==> config.mk <==
export PLATFORM = sky130hd
export DESIGN_NAME = encoder_counter_input_config
export DESIGN_NICKNAME = d
export VERILOG_FILES = /design/src/design/encoder_counter_pkg.sv /design/src/design/encoder_counter_input_config.sv /design/src/design/input_filter.sv
export VERILOG_INCLUDE_DIRS = /design/src /design/src/design
export SDC_FILE = /design/constraint.sdc
export NUM_CORES = 1
export LEC_CHECK = 0
export ABC_CLOCK_PERIOD_IN_PS = 5100
export BUFFER_PORTS_ARGS = -buffer_cell sky130_fd_sc_hd__buf_2
export CAP_MARGIN = 10
export CORE_MARGIN = 2
export CORE_UTILIZATION = 57
export CTS_CLUSTER_SIZE = 14
export DETAILED_ROUTE_END_ITERATION = 6
export PLACE_DENSITY = 0.78
export SYNTH_ARGS = -nofsm -noshare
export SYNTH_HDL_FRONTEND = slang
export SYNTH_SLANG_ARGS = --single-unit
==> constraint.sdc <==
create_clock -name core_clk -period 5.1 [get_ports core_clk]
set_input_delay 1.02 -clock core_clk [delete_from_list [all_inputs] [get_ports core_clk]]
set_output_delay 1.02 -clock core_clk [all_outputs]
set_load 0.1 [all_outputs]
==> src/design/encoder_counter_cfg.svh <==
`ifndef ENCODER_COUNTER_CFG_SVH
`define ENCODER_COUNTER_CFG_SVH

// ----------------------------------------------------------------------------
// Clock and filter times
// ----------------------------------------------------------------------------
`define CLK_MHZ 25
`define FILT_FAST_US 10
`define FILT_SLOW_US 50
`define FILT_GEN_MS 10
`define FILT_FAST_CYC (`FILT_FAST_US * `CLK_MHZ)
`define FILT_SLOW_CYC (`FILT_SLOW_US * `CLK_MHZ)
`define FILT_GEN_CYC (`FILT_GEN_MS * 1000 * `CLK_MHZ)
`define FILT_W 18
// Inputs 2, 6 and 7 use the slower counter filter; input 5 is never a counter input, so its mask bit has no effect.
`define SLOW_FILT_MASK 8'he4

// ----------------------------------------------------------------------------
// Register byte offsets
// ----------------------------------------------------------------------------
`define OFS_CTRL 8'h00
`define OFS_STATUS 8'h04
`define OFS_SINGLE 8'h08
`define OFS_DUAL 8'h0c
`define OFS_QUAD 8'h10
`define OFS_OUT 8'h14

// ----------------------------------------------------------------------------
// Control fields
// ----------------------------------------------------------------------------
`define CTRL_EN_SINGLE 0
`define CTRL_EN_DUAL 1
`define CTRL_EN_QUAD 2
`define CTRL_FN_CHANGE 3
`define CTRL_RST_DROP 4
`define CTRL_REMAP 5
`define CTRL_DIR_LSB 16
`define NUM_DIR_SEL 11
`define CTRL_RESET 32'h0000_0000

// ----------------------------------------------------------------------------
// Input positions
// ----------------------------------------------------------------------------
`define IN_A 0
`define IN_B 1
`define IN_RST 2
`define IN_START 3
`define IN_SINGLE 4
`define IN_A_ALT 6
`define IN_B_ALT 7

`define RESP_OKAY 2'b00
`define RESP_SLVERR 2'b10

`endif

==> src/design/encoder_counter_pkg.sv <==
package encoder_counter_pkg;
    typedef logic [31:0] count_t;
    typedef logic [7:0] inputs_t;
    typedef enum logic {DIR_UP, DIR_DOWN} dir_t;
endpackage : encoder_counter_pkg

==> src/design/encoder_counter_input_config.sv <==
`include "encoder_counter_cfg.svh"

module encoder_counter_input_config
    import encoder_counter_pkg::*;
#(
    parameter int GEN_FILT_CYC = `FILT_GEN_CYC
) (
    input wire logic core_clk, // System clock, 25 MHz.
    input wire logic nrst, // Asynchronous reset, active low.
    input wire logic [7:0] fast_input, // Encoder and general input pins.
    input wire logic wdt_error, // Self-diagnosis error, level.
    output logic [7:0] outputs_q, // Output points, off on error.
    input wire logic [7:0] s_axi_awaddr, // Write address.
    input wire logic s_axi_awvalid, // Write address valid.
    output logic s_axi_awready, // Write address ready.
    input wire logic [31:0] s_axi_wdata, // Write data.
    input wire logic [3:0] s_axi_wstrb, // Write strobes.
    input wire logic s_axi_wvalid, // Write data valid.
    output logic s_axi_wready, // Write data ready.
    output logic [1:0] s_axi_bresp, // Write response.
    output logic s_axi_bvalid, // Write response valid.
    input wire logic s_axi_bready, // Write response ready.
    input wire logic [7:0] s_axi_araddr, // Read address.
    input wire logic s_axi_arvalid, // Read address valid.
    output logic s_axi_arready, // Read address ready.
    output logic [31:0] s_axi_rdata, // Read data.
    output logic [1:0] s_axi_rresp, // Read response.
    output logic s_axi_rvalid, // Read data valid.
    input wire logic s_axi_rready // Read data ready.
);
    // ------------------------------------------------------------------------
    // Register bus
    // ------------------------------------------------------------------------
    logic [31:0] ctrl_q;
    logic [7:0] out_reg_q;
    logic aw_full_q, w_full_q;
    logic [7:0] awaddr_q;
    logic [31:0] wdata_q;
    logic [3:0] wstrb_q;
    logic wr_go;
    logic [7:0] filt;
    count_t single_q, dual_q, quad_q;
    dir_t dual_dir_q, quad_dir_q;
    logic err_q;

    function automatic logic mapped(input logic [7:0] a);
        return a == `OFS_CTRL || a == `OFS_STATUS || a == `OFS_SINGLE ||
               a == `OFS_DUAL || a == `OFS_QUAD || a == `OFS_OUT;
    endfunction : mapped

    function automatic logic [31:0] merge(input logic [31:0] o, input logic [31:0] n,
                                          input logic [3:0] s);
        logic [31:0] r;
        r = o;
        for (int i = 0; i < 4; i++) begin
            if (s[i]) begin
                r[i*8 +: 8] = n[i*8 +: 8];
            end
        end
        return r;
    endfunction : merge

    assign s_axi_awready = !aw_full_q && !s_axi_bvalid;
    assign s_axi_wready = !w_full_q && !s_axi_bvalid;
    assign s_axi_arready = !s_axi_rvalid;
    assign wr_go = aw_full_q && w_full_q && !s_axi_bvalid;

    always_ff @(posedge core_clk or negedge nrst) begin
        if (!nrst) begin
            aw_full_q <= 1'b0;
            w_full_q <= 1'b0;
            awaddr_q <= '0;
            wdata_q <= '0;
            wstrb_q <= '0;
            s_axi_bvalid <= 1'b0;
            s_axi_bresp <= `RESP_OKAY;
        end else begin
            if (s_axi_awvalid && s_axi_awready) begin
                aw_full_q <= 1'b1;
                awaddr_q <= s_axi_awaddr;
            end
            if (s_axi_wvalid && s_axi_wready) begin
                w_full_q <= 1'b1;
                wdata_q <= s_axi_wdata;
                wstrb_q <= s_axi_wstrb;
            end
            if (wr_go) begin
                aw_full_q <= 1'b0;
                w_full_q <= 1'b0;
                s_axi_bvalid <= 1'b1;
                s_axi_bresp <= mapped(awaddr_q) ? `RESP_OKAY : `RESP_SLVERR;
            end else if (s_axi_bready) begin
                s_axi_bvalid <= 1'b0;
            end
        end
    end

    always_ff @(posedge core_clk or negedge nrst) begin
        if (!nrst) begin
            ctrl_q <= `CTRL_RESET;
            out_reg_q <= '0;
        end else if (wr_go) begin
            if (awaddr_q == `OFS_CTRL) begin
                ctrl_q <= merge(ctrl_q, wdata_q, wstrb_q);
            end
            if (awaddr_q == `OFS_OUT && wstrb_q[0]) begin
                out_reg_q <= wdata_q[7:0];
            end
        end
    end

    always_ff @(posedge core_clk or negedge nrst) begin
        if (!nrst) begin
            s_axi_rvalid <= 1'b0;
            s_axi_rdata <= '0;
            s_axi_rresp <= `RESP_OKAY;
        end else if (s_axi_arvalid && s_axi_arready) begin
            s_axi_rvalid <= 1'b1;
            s_axi_rresp <= mapped(s_axi_araddr) ? `RESP_OKAY : `RESP_SLVERR;
            unique case (s_axi_araddr)
                `OFS_CTRL: s_axi_rdata <= ctrl_q;
                `OFS_STATUS: s_axi_rdata <= {15'h0000, err_q, filt,
                                             6'h00, quad_dir_q, dual_dir_q};
                `OFS_SINGLE: s_axi_rdata <= single_q;
                `OFS_DUAL: s_axi_rdata <= dual_q;
                `OFS_QUAD: s_axi_rdata <= quad_q;
                `OFS_OUT: s_axi_rdata <= {24'h000000, out_reg_q};
                default: s_axi_rdata <= '0;
            endcase
        end else if (s_axi_rready) begin
            s_axi_rvalid <= 1'b0;
        end
    end

    // ------------------------------------------------------------------------
    // Input filters
    // ------------------------------------------------------------------------
    logic fn_chg, rst_drop, remap;
    logic en_single, en_dual, en_quad;
    inputs_t used;

    assign fn_chg = ctrl_q[`CTRL_FN_CHANGE];
    assign rst_drop = fn_chg && ctrl_q[`CTRL_RST_DROP];
    assign remap = fn_chg && ctrl_q[`CTRL_REMAP];
    assign en_single = ctrl_q[`CTRL_EN_SINGLE];
    assign en_dual = ctrl_q[`CTRL_EN_DUAL];
    assign en_quad = ctrl_q[`CTRL_EN_QUAD];

    always_comb begin
        used = '0;
        used[`IN_SINGLE] = en_single;
        used[`IN_A] = en_dual || (en_quad && !remap);
        used[`IN_B] = en_dual || (en_quad && !remap);
        used[`IN_RST] = (en_dual || en_quad) && !rst_drop && !remap;
        used[`IN_START] = en_quad && !remap;
        used[`IN_A_ALT] = en_quad && remap;
        used[`IN_B_ALT] = en_quad && remap;
    end

    logic [`FILT_W-1:0] thr [8];
    localparam logic [7:0] SLOW_MASK = `SLOW_FILT_MASK;

    for (genvar i = 0; i < 8; i++) begin : g_filt
        localparam logic SLOW = SLOW_MASK[i];
        assign thr[i] = !used[i] ? `FILT_W'(GEN_FILT_CYC) :
                        SLOW ? `FILT_W'(`FILT_SLOW_CYC) : `FILT_W'(`FILT_FAST_CYC);
        input_filter u_filt (
            .core_clk(core_clk),
            .nrst(nrst),
            .pin(fast_input[i]),
            .thr(thr[i]),
            .level_q(filt[i])
        );
    end

    // ------------------------------------------------------------------------
    // Counters
    // ------------------------------------------------------------------------
    inputs_t prev_q;
    inputs_t rise;
    logic qa, qb, qa_p, qb_p, q_ev, q_down, q_rst, q_run;

    always_ff @(posedge core_clk or negedge nrst) begin
        if (!nrst) begin
            prev_q <= '0;
        end else begin
            prev_q <= filt;
        end
    end

    assign rise = filt & ~prev_q;
    assign qa = remap ? filt[`IN_A_ALT] : filt[`IN_A];
    assign qb = remap ? filt[`IN_B_ALT] : filt[`IN_B];
    assign qa_p = remap ? prev_q[`IN_A_ALT] : prev_q[`IN_A];
    assign qb_p = remap ? prev_q[`IN_B_ALT] : prev_q[`IN_B];
    // Count on each A edge; B level at the edge gives the direction.
    assign q_ev = qa != qa_p;
    assign q_down = qa ? qb : !qb;
    assign q_rst = !rst_drop && !remap && filt[`IN_RST];
    assign q_run = remap || filt[`IN_START];

    always_ff @(posedge core_clk or negedge nrst) begin
        if (!nrst) begin
            single_q <= '0;
        end else if (wr_go && awaddr_q == `OFS_SINGLE) begin
            single_q <= merge(single_q, wdata_q, wstrb_q);
        end else if (en_single && rise[`IN_SINGLE]) begin
            single_q <= ctrl_q[`CTRL_DIR_LSB] ? single_q - 32'h1 : single_q + 32'h1;
        end
    end

    always_ff @(posedge core_clk or negedge nrst) begin
        if (!nrst) begin
            dual_q <= '0;
            dual_dir_q <= DIR_UP;
        end else if (wr_go && awaddr_q == `OFS_DUAL) begin
            dual_q <= merge(dual_q, wdata_q, wstrb_q);
        end else if (en_dual && !rst_drop && filt[`IN_RST]) begin
            dual_q <= '0;
        end else if (en_dual && rise[`IN_A] && !rise[`IN_B]) begin
            dual_q <= dual_q + 32'h1;
            dual_dir_q <= DIR_UP;
        end else if (en_dual && rise[`IN_B] && !rise[`IN_A]) begin
            dual_q <= dual_q - 32'h1;
            dual_dir_q <= DIR_DOWN;
        end
    end

    always_ff @(posedge core_clk or negedge nrst) begin
        if (!nrst) begin
            quad_q <= '0;
            quad_dir_q <= DIR_UP;
        end else if (wr_go && awaddr_q == `OFS_QUAD) begin
            quad_q <= merge(quad_q, wdata_q, wstrb_q);
        end else if (en_quad && q_rst) begin
            quad_q <= '0;
        end else if (en_quad && q_run && q_ev) begin
            quad_q <= q_down ? quad_q - 32'h1 : quad_q + 32'h1;
            quad_dir_q <= q_down ? DIR_DOWN : DIR_UP;
        end
    end

    // ------------------------------------------------------------------------
    // Outputs and error
    // ------------------------------------------------------------------------
    always_ff @(posedge core_clk or negedge nrst) begin
        if (!nrst) begin
            err_q <= 1'b0;
            outputs_q <= '0;
        end else begin
            err_q <= err_q || wdt_error;
            outputs_q <= (err_q || wdt_error) ? 8'h00 : out_reg_q;
        end
    end
endmodule : encoder_counter_input_config

==> src/design/input_filter.sv <==
`include "encoder_counter_cfg.svh"

module input_filter (
    input wire logic core_clk, // System clock.
    input wire logic nrst, // Asynchronous reset, active low.
    input wire logic pin, // Raw input pin.
    input wire logic [`FILT_W-1:0] thr, // Cycles of stability required.
    output logic level_q // Filtered level.
);
    logic meta_q;
    logic sync_q;
    logic [`FILT_W-1:0] cnt_q;

    always_ff @(posedge core_clk or negedge nrst) begin
        if (!nrst) begin
            meta_q <= 1'b0;
            sync_q <= 1'b0;
        end else begin
            meta_q <= pin;
            sync_q <= meta_q;
        end
    end

    // A change is accepted only after it has held for thr cycles.
    always_ff @(posedge core_clk or negedge nrst) begin
        if (!nrst) begin
            cnt_q <= '0;
            level_q <= 1'b0;
        end else if (sync_q == level_q) begin
            cnt_q <= '0;
        end else if (cnt_q >= thr - `FILT_W'(1)) begin
            cnt_q <= '0;
            level_q <= sync_q;
        end else begin
            cnt_q <= cnt_q + `FILT_W'(1);
        end
    end
endmodule : input_filter

* After elaboration in Yosys (flattened, before gate mapping) *
Cells that the tools add are included.

operators by class
  bitwise gates (word level) = 14
  multiplexer cells = 55
  add/sub/neg operators = 19
  order comparisons = 8
  equality and inequality tests = 31
  reduce and logical (&&, ||, !) cells = 89

operators with widths
  cell                                                                  number
  18-bit two-way mux                                                    21
  32-bit two-way mux                                                    11
  32-bit case mux with 6 select lines                                   1
  18-bit by 1-bit adder with 18-bit output, second input constant       8
  18-bit greater-or-equal comparator                                    7
  32-bit by 1-bit adder with 32-bit output, second input constant       3
  32-bit by 1-bit subtractor with 32-bit output, second input constant  3
  18-bit by 1-bit subtractor with 18-bit output, second input constant  5
  2-bit AND reduction                                                   21
  8-bit two-way mux                                                     5
  8-bit by 4-bit == test with 1-bit output, second input constant       4
  8-bit by 5-bit == test with 1-bit output, second input constant       4
  1-bit logical AND                                                     29
  2-bit inequality test, second input constant                          12
  18-bit greater-or-equal comparator, second input constant             1
  3-bit AND reduction                                                   6
  8-bit by 3-bit == test with 1-bit output, second input constant       2
  8-bit zero test                                                       2
  1-bit two-way mux                                                     15
  1-bit logical OR                                                      14
  1-bit NOT                                                             12
  2-bit nonzero test                                                    6
  1-bit zero test                                                       9
  1-bit == test                                                         8
  other kinds (6)                                                       7

word-level totals
  input bits = 68
  logic and storage cells = 280
  output and inout bits = 49
  register bits after elaboration = 406

* Logic depth before layout (Yosys ltp) *
  word-level depth = 9
  gate-level depth with buffers = 17
  depth with buffers taken out = 16

* Hierarchy *
A second synthesis with hierarchy kept.

unflattened totals
  cells, all modules = 3,108
  area, all modules = 28,633.7 um2

by module, submodules not included
  module                               times used  seq. area each (um2)  cells an instance  area each (um2)
  encoder_counter_input_config         1           5,830.6               1,680              15,486.1
  input_filter (g_filt[0].u_filt ...)  4           525.5                 178                1,640.3
  input_filter (g_filt[4].u_filt ...)  3           525.5                 179                1,650.3
  input_filter (g_filt[7].u_filt)      1           525.5                 179                1,635.3

* Worst setup path after synthesis *
No wires, ideal clock.

  kind = register -> register
  start point = register g_filt[0].u_filt.level_q
  end point = register quad_q[31]
  buffers on the path = 1
  required time = 4,970 ps
  setup time = 130 ps
  cell stages (with the launch flop) = 15
  arrival time = 4,876 ps
  slack = 95 ps
  period minus slack after synthesis = 5,005 ps
  cells stage by stage = dfrtp_1 > clkbuf_1 > xor2_1 > a21oi_1 > ha_1 > and3_1 > and3_1 > a211o_1 > o211ai_1 > and3_1 > o211a_1 > nor2_1 > o41ai_1 > nor3_1 > nand3b_1

between the ends
  cells in the longest elaborated chain, start to end = 6
  elaborated cells between the ends (all ways) = 10
  classes of those cells = eq/ne: 1; mux: 6; reduce/logical: 3

RTL lines
  item                    RTL line                             source
  start, declared         input_filter.sv:8                    output logic level_q
  start signal, assigned  input_filter.sv:33                   level_q <= sync_q;
  1-bit two-way mux       encoder_counter_input_config.sv:192  assign qa = remap ? filt[`IN_A_ALT] : filt[`IN_A];
  1-bit two-way mux       encoder_counter_input_config.sv:198  assign q_down = qa ? qb : !qb;
  named net q_down        encoder_counter_input_config.sv:181  logic qa, qb, qa_p, qb_p, q_ev, q_down, q_rst, q_run;
  32-bit two-way mux      encoder_counter_input_config.sv:238  quad_q <= q_down ? quad_q - 32'h1 : quad_q + 32'h1;
  32-bit two-way mux      encoder_counter_input_config.sv:237  end else if (en_quad && q_run && q_ev) begin
  32-bit two-way mux      encoder_counter_input_config.sv:235  end else if (en_quad && q_rst) begin
  32-bit two-way mux      encoder_counter_input_config.sv:233  end else if (wr_go && awaddr_q == `OFS_QUAD) begin
  end signal, assigned    encoder_counter_input_config.sv:234  quad_q <= merge(quad_q, wdata_q, wstrb_q);
  end signal, assigned    encoder_counter_input_config.sv:238
  end, declared           encoder_counter_input_config.sv:42   count_t single_q, dual_q, quad_q;

The timed path passes the listed nets, and every way through them passes these cells. The select of a mux whose other input is x is not followed.
A chain may end at the register's enable or synchronous reset.

* Worst setup path after layout *
  start point = register g_filt[0].u_filt.level_q
  end point = register dual_q[29]

between the ends
  cells in the longest elaborated chain, start to end = 6
  elaborated cells between the ends (all ways) = 10
  classes of those cells = mux: 3; bitwise: 1; reduce/logical: 6

RTL lines
  item                             RTL line                             source
  5-bit AND *                      encoder_counter_input_config.sv:191  assign rise = filt & ~prev_q;
  1-bit logical AND (2 in series)  encoder_counter_input_config.sv:220  end else if (en_dual && rise[`IN_A] && !rise[`IN_B]) begin
  32-bit two-way mux               encoder_counter_input_config.sv:220
  32-bit two-way mux               encoder_counter_input_config.sv:218  end else if (en_dual && !rst_drop && filt[`IN_RST]) begin
  32-bit two-way mux               encoder_counter_input_config.sv:216  end else if (wr_go && awaddr_q == `OFS_DUAL) begin
  end signal, assigned             encoder_counter_input_config.sv:217  dual_q <= merge(dual_q, wdata_q, wstrb_q);
  end signal, assigned             encoder_counter_input_config.sv:221  dual_q <= dual_q + 32'h1;
  end signal, assigned             encoder_counter_input_config.sv:224  dual_q <= dual_q - 32'h1;
  end, declared                    encoder_counter_input_config.sv:42

Every way passes the cells marked *; elsewhere a longest branch is shown, timed or not.

==> metrics.cfg <==
[layout]
area_growth_pct=11.0
fin_cells=3161
fin_nets=2829
drive_gt1_share_pct=12.6
n_fill_cell=3303

[clock_tree]
hold_buffers=0
cts_resized=0
tritoncts=built
clock_path_buffers=3
clk_pin_slew_ns=0.06
cts.root.buffer_cell=clkbuf_16
clock_latency_ns=0.59
cts_sinks=401
cts_setup_buffers=0
htreeDepth=2
cts_buffers=44

[routing]
ant_nets=0
wire_per_inst_um=19.6
route.vias.total=19700
avgViaCountPerCell=6.22
drt_iter0_markers=1813
firstDrtPassIters=5
routed_wl_um=62000
drc_errors=0

[timing]
setup-tns-final_ns=0
skew_ns=0.0247
hold_slack_ns=0.345
fmax_mhz=215
period_share_pct=91.3
slew_headroom_pct=31.3
fin_crit_ns=4.66
setup_violations=0
tightest_slew_ns=1.03
rsz0062_at_grt=false
drv_slew=0
fin_ws_ns=0.443
hold_violations=0

[global_route]
grt_pass1_vias=19400
grt_pass1_wl_um=101000
grt_start_max_net_pins=103
grt_overflow_total=0
antenna_found_initial=1
grtUsageTotal_pct=28.7

[worst_setup_path]
r2r_slack_ns=0.44
crit_type=flop to flop
r2r-end=dual_q[29]
required_ns=5.59
cp_max_fo=16
crit_arrival_ns=5.15
crit_path_end_kind=flop
reg2regPathDepth=13
critPathLaunchType=flop
r2r_start=g_filt[0].u_filt.level_q

[worst_hold_path]
hold_end=g_filt[5].u_filt.sync_q
whs_path_depth=0
hold_class=flop to flop
min_from=g_filt[5].u_filt.meta_q

[place]
placedCellCount=3081
dp_slack_ns=0.553
place_congestion=0.981
io_buffer_count=114
dp_hpwl_um=45200

[yosys]
synth_seq_cells=401
ys.flop_type=dfrtp_1
syn-cell-area_mm2=0.0238
synthCells=2493
syn_area_per_cell_um2=9.55
yosysWarnings=0
seq_area_frac_synth_pct=42.1
synth_area_leader_cell=dfrtp_1
synth_edf_count=0
synth_top_area_share_pct=42.1
synthArstFlopShare_pct=100
synth_area_leaders=dfrtp_1 (42%), ha_1 (8.6%), nor2_1 (4.7%)
ys_types=77

[floorplan]
die_y_um=208
start_util_pct=58.1
row_count=74
die_area_mm2=0.0434
core_area_mm2=0.0410
ios=117
die_w_um=208

[status]
status=finished clean

[power_and_ir_drop]
ir_drop_mv=0.668
p_leak_nw=12.8
p_per_area_mw_per_mm2=583
power_mw=15.4

[run]
cap_viol_max_count=0

logic make-up (layout without fill, tap and decap cells):
logic type      after synthesis  after routing  share of synthesized area [%]
simple gates                808            808                           15.7
compound gates              659            659                           17.9
flops                       401            401                           42.1
xor+xnor                    210            210                           7.72
fa+ha+maj                   168            168                           8.90
buf+inv                     128            262                           2.19
mux                         118            118                           5.45
other cells                   1              3                         0.0157
area by class of cell:
cell class	instances	area (um^2)	share of cell area (%)
Clock inverter	20	189	0.715
Clock buffer	59	1260	4.76
Sequential cell	401	10000	38.0
Multi-Input combinational cell	1965	13300	50.3
Timing Repair Buffer	141	821	3.11
Tap cell	532	666	2.52
Antenna cell	1	2.50	0.00947
Inverter	42	158	0.596
layout by cell type, fill, tap and decap left out, drive strengths merged, types with 7 or more instances in the layout:
master,count
and2,24
buf,141
o21ai,147
ha,163
o22ai,7
a21o,60
a211oi,21
a22oi,72
xor2,114
nand2b,13
or3,13
o211ai,10
inv,43
a21oi,179
a22o,29
o21a,15
dfrtp,401
nand3,80
mux2,93
and4,8
xnor2,96
a31o,9
nand2,204
nor2,300
a221oi,14
clkbuf,59
clkinv,12
nor4,8
nor3,29
nor2b,20
a31oi,24
and3,49
mux2i,25
o21bai,12
nand4,36
state kept, by name, indices dropped and copies added, names as in the netlist, 32 cells and up:
register / flops
single_q: 32
wdata_q: 32
dual_q: 32
s_axi_rdata: 32
g_filt.u_filt.cnt_q: 144
ctrl_q: 32
quad_q: 32
layer usage:
| metal | track usage (%) | vias up | wire, um |
|---|---|---|---|
| met4 | 10.8 | 0 | 2370 |
| met1 | 38.9 | 9649 | 27000 |
| met5 | 0 | - | 0 |
| li1 | - | 9231 | - |
| met3 | 4.86 | 140 | 3860 |
| met2 | 46.5 | 641 | 28800 |
per-stage QoR:
| stage | util (%) | cell area [um^2] |
|---|---|---|
| 6_report | 64.4 | 26400 |
| 5_1_grt | 64.4 | 26400 |
| 4_1_cts | 64.4 | 26400 |
| 3_5_place_dp | 60.9 | 25000 |
| 3_3_place_gp | 60.9 | 25000 |
| 2_1_floorplan | - | 23800 |
how the worst max path moves through the flow:
stage                                         from    endpoint  slack, ns  cells after the start
final                     g_filt[0].u_filt.level_q  dual_q[29]       0.44                     13
after global routing      g_filt[0].u_filt.level_q  dual_q[29]       0.03                     13
after CTS                 g_filt[0].u_filt.level_q  dual_q[31]       0.51                     13
after detailed placement  g_filt[0].u_filt.level_q  dual_q[31]       0.55                     13
after global placement    g_filt[0].u_filt.level_q  dual_q[31]       0.71                     13
after floorplan           g_filt[0].u_filt.level_q  quad_q[31]       0.09                     14
synth_stat cells, types with 8 or more instances:
library cell / count
a211oi_1: 21
a21o_1: 60
a21oi_1: 179
a221oi_1: 14
a22o_1: 29
a22oi_1: 72
a31o_2: 9
a31oi_1: 24
and2_1: 24
and3_1: 49
and4_1: 8
buf_2: 9
clkbuf_1: 71
dfrtp_1: 401
ha_1: 163
inv_1: 42
mux2_2: 93
mux2i_1: 25
nand2_1: 203
nand2b_1: 13
nand3_1: 79
nand4_1: 36
nor2_1: 300
nor2b_1: 20
nor3_1: 29
o211ai_1: 10
o21a_1: 15
o21ai_0: 143
o21bai_1: 12
or3_1: 13
xnor2_1: 96
xor2_1: 114
power breakdown:
group / switching [mW] / internal (mW) / leakage, nW
registers: 0.782 / 3.67 / 5.40
logic: 4.13 / 3.63 / 6.72
clock network: 1.32 / 1.88 / 0.714
worst max-delay path, stage by stage, from the launching register on:
cell,delay (ns)
dfrtp_1,0.49
nor2b_1,0.34
nand3_1,0.61
ha_1,0.61
o21ai_0,0.12
o21ai_0,0.26
nand2_1,0.15
o311ai_0,0.68
a211oi_1,0.23
o21ai_1,0.38
a211oi_1,0.18
nor4b_1,0.30
nor3_1,0.10
o21ai_1,0.12
No activity file was read; power rests on OpenSTA's default activity.
